==> config.mk <==
export PLATFORM = sky130hd
export DESIGN_NAME = wake_event_unit
export DESIGN_NICKNAME = d
export VERILOG_FILES = /design/src/core/wake_event_pkg.sv /design/src/core/wake_bank_if.sv /design/src/core/wake_edge_bank.sv /design/src/core/wake_event_unit.sv
export SDC_FILE = /design/constraint.sdc
export NUM_CORES = 1
export LEC_CHECK = 0
export BUFFER_PORTS_ARGS = -buffer_cell sky130_fd_sc_hd__clkbuf_2
export CELL_PAD_IN_SITES_DETAIL_PLACEMENT = 1
export CELL_PAD_IN_SITES_GLOBAL_PLACEMENT = 1
export CORE_ASPECT_RATIO = 1.4
export CORE_MARGIN = 4
export CORE_UTILIZATION = 45
export DETAILED_ROUTE_END_ITERATION = 10
export HOLD_SLACK_MARGIN = 0.15
export PLACE_DENSITY_LB_ADDON = 0.1
export SETUP_SLACK_MARGIN = 0.4
export SYNTH_ARGS = -nofsm -noshare
export SYNTH_HDL_FRONTEND = slang
export SYNTH_SLANG_ARGS = --single-unit
==> constraint.sdc <==
create_clock -name mclk -period 3.6 [get_ports mclk]
set_input_delay 0.72 -clock mclk [delete_from_list [all_inputs] [get_ports mclk]]
set_output_delay 0.72 -clock mclk [all_outputs]
set_load 0.01 [all_outputs]
==> src/core/wake_event_pkg.sv <==
// Constants and helpers shared by the wake-up event controller
package wake_event_pkg;

  // ****************************************
  // Channel layout
  // ****************************************
  localparam int NUM_CH  = 32;           // Four groups of eight channels
  localparam int GRP_W   = 8;            // Channels per group
  localparam int NUM_GRP = 4;            // Group one .. group four

  // ****************************************
  // Register indices (byte address is four times the index)
  // ****************************************
  localparam logic [1:0] BANK_MODE   = 2'h0;  // Indices 0x0..0x3, edge mode per group
  localparam logic [1:0] BANK_SENSE  = 2'h1;  // Indices 0x4..0x7, sense flags per group
  localparam logic [1:0] BANK_ENABLE = 2'h2;  // Indices 0x8..0xb, enables per group
  localparam logic [1:0] BANK_IRQ    = 2'h3;  // Indices 0xc..0xf, interrupt registers
  localparam logic [3:0] IDX_ENABLE_G3 = 4'ha; // wake_enable_group_three
  localparam logic [3:0] IDX_ENABLE_G4 = 4'hb; // wake_enable_group_four
  localparam logic [3:0] IDX_IRQ_STAT  = 4'hc; // Sticky group event status
  localparam logic [3:0] IDX_IRQ_MASK  = 4'hd; // Interrupt mask

  // ****************************************
  // Reset values and channel positions
  // ****************************************
  localparam logic [7:0] RST_BYTE   = 8'h00;  // Enables, modes and masks clear
  localparam int         CH_HOST    = 26;     // Host bus access channel
  localparam int         CH_SMB0    = 27;     // Bus wake event zero
  localparam int         GRP_THREE  = 2;      // Matrix scan inputs
  localparam int         GRP_FOUR   = 3;      // Mixed sources

  // Byte of one group out of a channel vector
  function automatic logic [7:0] grp_byte(input logic [NUM_CH-1:0] v, input int g);
    grp_byte = v[g*GRP_W +: GRP_W];
  endfunction

  // Any bit of one group set
  function automatic logic grp_any(input logic [NUM_CH-1:0] v, input int g);
    grp_any = |v[g*GRP_W +: GRP_W];
  endfunction

endpackage

==> src/core/wake_bank_if.sv <==
// Signals between the register block and the edge detection bank
`timescale 1ns/1ps
`default_nettype none
interface wake_bank_if #(parameter int NUM_CH = 32);
  logic [NUM_CH-1:0] src;     // Raw wake sources
  logic [NUM_CH-1:0] mode;    // One selects falling edge
  logic [NUM_CH-1:0] enable;  // Channel enables
  logic [NUM_CH-1:0] clr;     // One-cycle clear of sense flags
  logic [NUM_CH-1:0] sense;   // Sense flags
  logic [NUM_CH-1:0] level;   // Synchronised source level
  logic [NUM_CH-1:0] evt;     // One-cycle enabled trigger

  // Register side
  modport ctrl (output src, mode, enable, clr, input sense, level, evt);
  // Detection side
  modport bank (input src, mode, enable, clr, output sense, level, evt);
endinterface
`default_nettype wire

==> src/core/wake_edge_bank.sv <==
// Synchroniser, edge detector and sense flags for all wake channels
`timescale 1ns/1ps
`default_nettype none
module wake_edge_bank #(
  parameter int NUM_CH = 32
) (
  // Clock and reset
  input wire logic   mclk,
  input wire logic   rst_n,
  // Register block
  wake_bank_if.bank  bk
);

  // ****************************************
  // State
  // ****************************************
  typedef struct packed {
    logic [NUM_CH-1:0] s1;     // First synchroniser stage
    logic [NUM_CH-1:0] s2;     // Second synchroniser stage
    logic [NUM_CH-1:0] s3;     // Previous synchronised level
    logic [NUM_CH-1:0] sense;  // Sticky sense flags
  } bank_state_t;

  bank_state_t       st_r;     // Registered state
  bank_state_t       st_nxt;   // Next state
  logic [NUM_CH-1:0] hit;      // Selected edge seen

  // Next state: edge pick, enable gate, clear with set winning
  always_comb begin
    st_nxt    = st_r;
    st_nxt.s1 = bk.src;
    st_nxt.s2 = st_r.s1;
    st_nxt.s3 = st_r.s2;
    hit = (bk.mode & st_r.s3 & ~st_r.s2) | (~bk.mode & st_r.s2 & ~st_r.s3);
    st_nxt.sense = (st_r.sense & ~bk.clr) | (hit & bk.enable);
  end

  // State register
  always_ff @(posedge mclk or negedge rst_n) begin
    if (!rst_n) begin
      st_r <= '0;
    end else begin
      st_r <= st_nxt;
    end
  end

  assign bk.sense = st_r.sense;
  assign bk.level = st_r.s2;
  assign bk.evt   = hit & bk.enable;
endmodule
`default_nettype wire

==> src/core/wake_event_unit.sv <==
// Wake-up event controller with Wishbone register access
// Functional notes
// Enabled scan-input channels raise wake requests.
// Enabled group-four channels raise wake requests.
// Disabled channel discards triggers; enables reset clear.
// Host access channel is rising-edge by default.
// Bus wake events feed group four output.
// Firmware keeps non-alternate pin channels disabled.
// Sense flags set by hardware, write-one clears.
// Mode zero rising edge, one falling edge.
// Disabled group-two channels bypass to outputs.
// Sources synchronised; selected edge sets sense flag.
`timescale 1ns/1ps
`default_nettype none
module wake_event_unit (
  // Clock and reset
  input  wire logic        mclk,
  input  wire logic        rst_n,
  // Wishbone slave
  input  wire logic        wb_cyc_i,
  input  wire logic        wb_stb_i,
  input  wire logic        wb_we_i,
  input  wire logic [5:0]  wb_adr_i,
  input  wire logic [3:0]  wb_sel_i,
  input  wire logic [31:0] wb_dat_i,
  output logic [31:0]      wb_dat_o,
  output logic             wb_ack_o,
  // Wake sources
  input  wire logic [7:0]  ps2_clock_pin,
  input  wire logic [7:0]  general_wake_pin,
  input  wire logic        power_switch_input,
  input  wire logic        system_wake_module,
  input  wire logic [7:0]  matrix_scan_input,
  input  wire logic        host_access_hit,
  input  wire logic [1:0]  smbus_wake,
  // Power management and interrupt controller
  output logic             wake_request,
  output logic             group_one_irq_out,
  output logic             group_three_irq_out,
  output logic             group_four_irq_out,
  output logic [7:0]       per_channel_irq_out,
  output logic             irq
);

  localparam int N = wake_event_pkg::NUM_CH;

  // ****************************************
  // State
  // ****************************************
  typedef struct packed {
    logic [N-1:0] mode;   // Edge mode bits
    logic [N-1:0] en;     // Enable bits
    logic [3:0]   stat;   // Sticky group event status
    logic [3:0]   mask;   // Interrupt mask
    logic         ack;    // Bus acknowledge
    logic [31:0]  rdat;   // Read data
  } unit_state_t;

  unit_state_t  st_r;     // Registered state
  unit_state_t  st_nxt;   // Next state
  logic [N-1:0] clr;      // Sense clear strobe
  logic [N-1:0] armed;    // Sense flags of enabled channels
  logic [3:0]   idx;      // Register index
  logic         req;      // Bus request open
  logic         wr;       // Write takes effect
  logic [7:0]   rbyte;    // Addressed register value

  wake_bank_if #(.NUM_CH(N)) bif ();

  // ****************************************
  // Source map and edge bank
  // ****************************************
  // Reserved channels are tied low so they never trigger
  assign bif.src = {1'b0, general_wake_pin[7:6], smbus_wake, host_access_hit, 1'b0, general_wake_pin[5],
                    matrix_scan_input,
                    1'b0, system_wake_module, power_switch_input, general_wake_pin[4:0],
                    ps2_clock_pin};
  assign bif.mode   = st_r.mode;
  assign bif.enable = st_r.en;
  assign bif.clr    = clr;

  wake_edge_bank #(.NUM_CH(N)) u_bank (
    .mclk  (mclk),
    .rst_n (rst_n),
    .bk    (bif.bank)
  );

  // ****************************************
  // Bus decode
  // ****************************************
  assign idx = wb_adr_i[5:2];
  assign req = wb_cyc_i && wb_stb_i;
  assign wr  = req && wb_we_i && st_r.ack && wb_sel_i[0];

  // Read value of the addressed register; unmapped reads zero
  always_comb begin
    case (idx[3:2])
      wake_event_pkg::BANK_MODE:   rbyte = wake_event_pkg::grp_byte(st_r.mode, int'(idx[1:0]));
      wake_event_pkg::BANK_SENSE:  rbyte = wake_event_pkg::grp_byte(bif.sense, int'(idx[1:0]));
      wake_event_pkg::BANK_ENABLE: rbyte = wake_event_pkg::grp_byte(st_r.en, int'(idx[1:0]));
      default: begin
        if (idx == wake_event_pkg::IDX_IRQ_STAT) begin
          rbyte = {4'h0, st_r.stat};
        end else if (idx == wake_event_pkg::IDX_IRQ_MASK) begin
          rbyte = {4'h0, st_r.mask};
        end else begin
          rbyte = 8'h00;
        end
      end
    endcase
  end

  // ****************************************
  // Next state
  // ****************************************
  always_comb begin
    st_nxt     = st_r;
    clr        = '0;
    st_nxt.ack = req && !st_r.ack;
    // Read data captured as the acknowledge rises
    if (req && !st_r.ack) begin
      st_nxt.rdat = {24'h000000, rbyte};
    end
    // Writes land at the edge where the master sees ack
    if (wr) begin
      case (idx[3:2])
        wake_event_pkg::BANK_MODE:   st_nxt.mode[idx[1:0]*8 +: 8] = wb_dat_i[7:0];
        wake_event_pkg::BANK_SENSE:  clr[idx[1:0]*8 +: 8] = wb_dat_i[7:0];
        wake_event_pkg::BANK_ENABLE: st_nxt.en[idx[1:0]*8 +: 8] = wb_dat_i[7:0];
        default: begin
          if (idx == wake_event_pkg::IDX_IRQ_STAT) begin
            st_nxt.stat = st_r.stat & ~wb_dat_i[3:0];
          end else if (idx == wake_event_pkg::IDX_IRQ_MASK) begin
            st_nxt.mask = wb_dat_i[3:0];
          end
        end
      endcase
    end
    // Group events set status after any clear, so the set wins
    for (int g = 0; g < wake_event_pkg::NUM_GRP; g++) begin
      if (wake_event_pkg::grp_any(bif.evt, g)) begin
        st_nxt.stat[g] = 1'b1;
      end
    end
  end

  // State register; enables and modes clear at reset
  always_ff @(posedge mclk or negedge rst_n) begin
    if (!rst_n) begin
      st_r <= '0;
    end else begin
      st_r <= st_nxt;
    end
  end

  // ****************************************
  // Outputs
  // ****************************************
  assign wb_ack_o = st_r.ack;
  assign wb_dat_o = st_r.rdat;
  assign armed    = bif.sense & st_r.en;
  // Pending enabled flags request wake-up
  assign wake_request        = |armed;
  assign group_one_irq_out   = wake_event_pkg::grp_any(armed, 0);
  assign group_three_irq_out = wake_event_pkg::grp_any(armed, wake_event_pkg::GRP_THREE);
  assign group_four_irq_out  = wake_event_pkg::grp_any(armed, wake_event_pkg::GRP_FOUR);
  // Group two: enabled channels processed, disabled ones pass the level
  assign per_channel_irq_out = (wake_event_pkg::grp_byte(armed, 1)) |
                               (~wake_event_pkg::grp_byte(st_r.en, 1) & wake_event_pkg::grp_byte(bif.level, 1));
  assign irq = |(st_r.stat & st_r.mask);
endmodule
`default_nettype wire

Word level (Yosys, flattened, before mapping)
Index checks and enable logic that the tools add are counted.
W data, S select, Z words.

cells by class
  add/subtract/negate cells = 1
  equality and inequality tests = 8
  reductions and logical operators = 32
  multiplexer cells = 16
  shift-type cells = 5
  bitwise operators = 22

operators by type and width
  cell                       number
  $and A32 B32 Y32           6
  $shiftx A32 B6 Y8          3
  $and A32 B31 Y32           2
  $bwmux W32                 2
  $mux W32                   2
  $not A31 Y32               2
  $not A32 Y32               2
  $or A32 B32 Y32            2
  $reduce_or A8 Y1           7
  $neg A5 Y34                1
  $shift A8 B34 Y32 const A  1
  $shiftx A8 B34 Y32         1
  $reduce_or A32 Y1          1
  $pmux W8 S3                1
  $mux W4                    5
  $mux W8                    2
  $reduce_bool A2 Y1         8
  $reduce_and A3 Y1          4
  $and A4 B4 Y4              2
  $and A8 B7 Y8              1
  $eq A4 B4 Y1 const B       2
  $ne A2 B1 Y1 const B       4
  $not A8 Y8                 1
  $or A8 B8 Y8               1
  12 further kinds           21

word-level totals
  register bits after elaboration = 200
  bits of input ports = 76
  output and inout bits = 46
  logic and storage cells = 97

Depth between registers and ports, before layout
  word-level depth = 8
  depth in mapped cells = 10

Cells and area by module
From an unflattened synthesis, not the netlist that was laid out.

second synthesis, totals
  cell total of the unflattened synthesis = 925
  area, all modules = 9,879.5 sq um

by module, submodules not included
  module           instances  cells each  area each (sq um)
  wake_edge_bank   1          352         5,037.3
  wake_event_unit  1          573         4,842.1

Least setup slack after synthesis
Ideal clock, no wire load.

  path kind = input to register
  from = input wb_adr_i[3]
  to = register st_r[34] (netlist name)
  data required time = 3.475 ns
  slack = 0.866 ns
  arrival = 2.609 ns
  library setup time = 0.125 ns
  stages = 8
  path through = clkbuf_1 -> clkbuf_1 -> inv_1 -> ha_1 -> buf_2 -> nor2b_1 -> nor3b_4 -> mux2_2

between the ends
  longest elaborated chain between the ends = 3

RTL lines
  element                                 line                    text
  from (decl)                             wake_event_unit.sv:23   input wire logic [5:0] wb_adr_i,
  $eq A4 B4 Y1                            wake_event_unit.sv:131  if (idx == wake_event_pkg::IDX_IRQ_STAT) begin
  $not A1 Y1 (no source line)             -
  $reduce_and A4 Y1 (no source line) (*)  -
  to (signal assigned)                    wake_event_unit.sv:152  st_r <= st_nxt;
  to (decl)                               wake_event_unit.sv:59   unit_state_t st_r;

Mark *: on every way between the ends. The rest lies on a longest branch, timed or not.
A chain may end at the register's enable or synchronous reset.

Worst setup path in the final report
  from = register st_r (netlist bit bif.enable[1])
  to = output wake_request

between the ends
  longest elaborated chain between the ends = 2

RTL lines
  element            line                    text
  $and A32 B32 Y32   wake_event_unit.sv:161  assign armed = bif.sense & st_r.en;
  $reduce_or A32 Y1  wake_event_unit.sv:163  assign wake_request = |armed;
  to (decl)          wake_event_unit.sv:37   output logic wake_request,

No other way between the ends.

==> results.yml <==
outcome:
  status: "finished, final reports clean"
logic_synthesis:
  synth_area_um2: 8580
  ys_types: 42
  synth_cells: 770
  synthArstFlopShare_pct: 100
  avgSynthCellArea_um2: 11.1
  synth_enable_flop_cells: 0
  ys_ff_latch: 200
  synth_seq_area_share_pct: 58.4
  ys.flop_type: "dfrtp_1"
  ys_warn_count: 0
sta:
  fin_crit_ps: 2870
  fmax_ghz: 0.348
  rsz0062_at_grt: "false"
  skew_ps: 9.09
  layout_worst_path_cycle_share_pct: 79.8
  relSlewSlack_pct: 44.9
  drv_slew: 0
  setup_violations: 0
  fin_tns_setup_ps: 0
  final_hold_viol_count: 0
  whs_ps: 350
  finalWorstSetupSlack_ps: 729
  worst_pin_slew_ps: 827
drt:
  drcViolationCount: 0
  ant_nets: 0
  wl_um: 25000
  drt_iter0_drc: 434
  wl_per_cell_um: 23.0
  firstDrtPassIters: 4
  drt-vias-per-instance: 5.95
  num_vias: 6463
die:
  floorplan.initialDensity_pct: 45.9
  core_area_um2: 18700
  die_y_um: 171
  placementRows: 59
  ios: 122
  dieArea_um2: 21400
  die_w_um: 125
placed_design:
  portBuffers: 68
  place.detailed.hpwl_um: 17500
  placed_area_um2: 9040
  place_ws_ps: 780
  gp_congestion: 0.910
critical_path:
  worstSetupPathType: "flip-flop to output port"
  crit_required_ps: 2880
  cp_top_family: "simple AND/OR/NAND/NOR gates"
  path_cells: "a22oi_1, nand4_1, or4_1, clkbuf_2"
  cp.buffers_inverters: 1
  path_max_fanout: 4
  r2r_cells: 4
  crit_path_end_kind: "output port"
  slowest_stage: "or4_1"
  r2r_end: "wb_dat_o[1]$_DFFE_PN0P_"
  max_stage_delay_ps: 580
  critPathArrivalTime_ps: 2150
  r2r-start: "wb_ack_o$_DFF_PN0_"
  crit_path_start_kind: "flip-flop"
  r2r_setup_slack_ps: 1010
min_path:
  hold_path_class: "flip-flop to flip-flop"
  hold_depth: 0
  hold_start: "u_bank.st_nxt[66]$_DFF_PN0_"
  holdPathEnd: "u_bank.bk.level[2]$_DFF_PN0_"
clocking:
  clk_latency_ps: 450
  cts_tree: "yes"
  cts_setup_buffers: 0
  clockBufferDepth: 2
  htree_levels: 4
  cts_buffers: 17
  cts.sinks: 200
  clk_pin_slew_worst_paths_ps: 70
  cts-root-buf: "clkbuf_16"
  ctsHoldBuffers: 0
  postCtsResizedCells: 0
grt:
  grt_max_degree: 100
  antenna_found_initial: 0
  track_usage_pct: 24.3
  grt_pass1_wl_um: 39800
  grt_overflow_total: 0
  grt_pass1_vias: 6813
power_and_ir_drop:
  seqPwrFrac_pct: 51.1
  power_density_nw_per_um2: 484
  clkPwrFrac_pct: 41.3
  leakage_uw: 0.00430
  power_switching_uw: 1200
  pwr-share-comb_pct: 7.6
  vdd_drop_max_mv: 0.316
  swShare_pct: 25.8
  internal-power_uw: 3460
  p_total_uw: 4660
cells_and_area:
  num_antenna_cells: 0
  nets: 916
  layout.area.seq_um2: 5000
  nFillCells: 2026
  multi_input_area_um2: 3160
  drive_gt1_share_pct: 15.7
  syn_to_final_growth_pct: 12.4
  finalInstanceArea_um2: 9640
job:
  cap_violations: 0
## metal layers
layer	track usage [%]	vias up	routed length (um)
li1	-	2859	-
met1	30.9	3340	10200
met2	41.4	210	12800
met3	4.75	54	1240
met4	9.35	0	787
met5	0	-	0
## worst reg2reg max path: stages (launching register included)
cell and delay [ps]:
dfrtp_1 660, nand3b_1 640, nor2_1 700, o221ai_1 300, o311ai_1 160
## power groups by stage
| stage | clock network (uW) | registers, uW | logic [uW] |
|---|---|---|---|
| 2_1_floorplan | 0 | 2400 | 225 |
| 3_3_place_gp | 0 | 2420 | 343 |
| 3_5_place_dp | 0 | 2430 | 353 |
| 4_1_cts | 1970 | 2380 | 356 |
| 5_1_grt | 2070 | 2390 | 390 |
| 6_report | 1920 | 2380 | 354 |
## cells by family after synthesis
logic type,count (synthesis),share of synthesized area (%)
AO/OA/AOI/OAI,222,16.4
flip-flops,200,58.4
buffers and inverters,85,5.78
AND/OR/NAND/NOR,240,15.3
multiplexers,12,2.63
other,1,0.0437
adder cells (fa/ha/maj),10,1.46
## worst max-delay path by stage
stage	cells past startpoint	startpoint	end	slack [ps]
global placement	7	wb_adr_i[4]	wb_dat_o[0]$_DFFE_PN0P_	840
CTS	4	bif.enable[21]$_DFFE_PN0P_	wake_request	690
global route	4	bif.enable[22]$_DFFE_PN0P_	wake_request	660
detailed placement	7	wb_adr_i[4]	wb_dat_o[1]$_DFFE_PN0P_	780
floorplan	8	wb_adr_i[3]	st_r[34]$_DFFE_PN0P_	870
finish	4	bif.enable[1]$_DFFE_PN0P_	wake_request	730
## cell usage after synthesis (5+ instances only)
master | instances | area share, %
nand3_1 | 6 | 0.35
nor3b_1 | 29 | 2.5
a211oi_1 | 10 | 0.88
and3b_1 | 29 | 3.0
dfrtp_1 | 200 | 58
nor3_1 | 5 | 0.29
ha_1 | 10 | 1.5
nor2_1 | 6 | 0.26
a22o_1 | 24 | 2.5
clkbuf_1 | 15 | 0.66
mux4_2 | 8 | 2.1
o21ai_0 | 124 | 7.2
a22oi_1 | 38 | 3.3
buf_2 | 6 | 0.35
buf_4 | 39 | 3.4
inv_1 | 21 | 0.92
nand2_1 | 126 | 5.5
a221oi_1 | 6 | 0.61
nand4_1 | 21 | 1.5
## cells in the final DEF, fill, tap and decap left out, types with 4 or more instances in the layout
master and count:
inv_1 21, conb_1 24, nand4_1 21, nor2_1 6
dfrtp_1 200, nand2_1 126, clkbuf_2 67, a22oi_1 38
mux4_2 8, buf_4 11, o311ai_1 4, a22o_1 24
o21ai_0 124, nand3_1 6, a211oi_1 10, nor3_1 5
a221oi_1 6, mux2_2 4, ha_1 9, and3b_1 29
clkbuf_16 17, nor3b_1 29, o221ai_1 4
## per-stage QoR
| step | util (%) | instances |
|---|---|---|
| 2_1_floorplan | - | 793 |
| 3_5_place_dp | 48.4 | 1055 |
| 6_report | 51.6 | 1087 |
| 3_3_place_gp | 48.4 | 1055 |
| 5_1_grt | 51.6 | 1087 |
| 4_1_cts | 51.6 | 1087 |
## flip-flops by register name, indices dropped and copies added (netlist names)
register         flops
bif.enable          32
bif.mode            32
u_bank.bk.sense     32
u_bank.bk.level     29
u_bank.st_nxt       29
u_bank.st_r         29
st_r                 8
wb_dat_o             8
wb_ack_o             1
## layout make-up
type | instances | area share [%]
clock buffers | 20 | 4.74
clock inverters | 12 | 1.43
inverters | 21 | 0.818
multi-input cells | 508 | 32.8
flip-flops and latches | 200 | 51.9
well taps | 244 | 3.17
repair buffers | 82 | 5.10
Note: power is estimated with default switching activity, not from simulation.
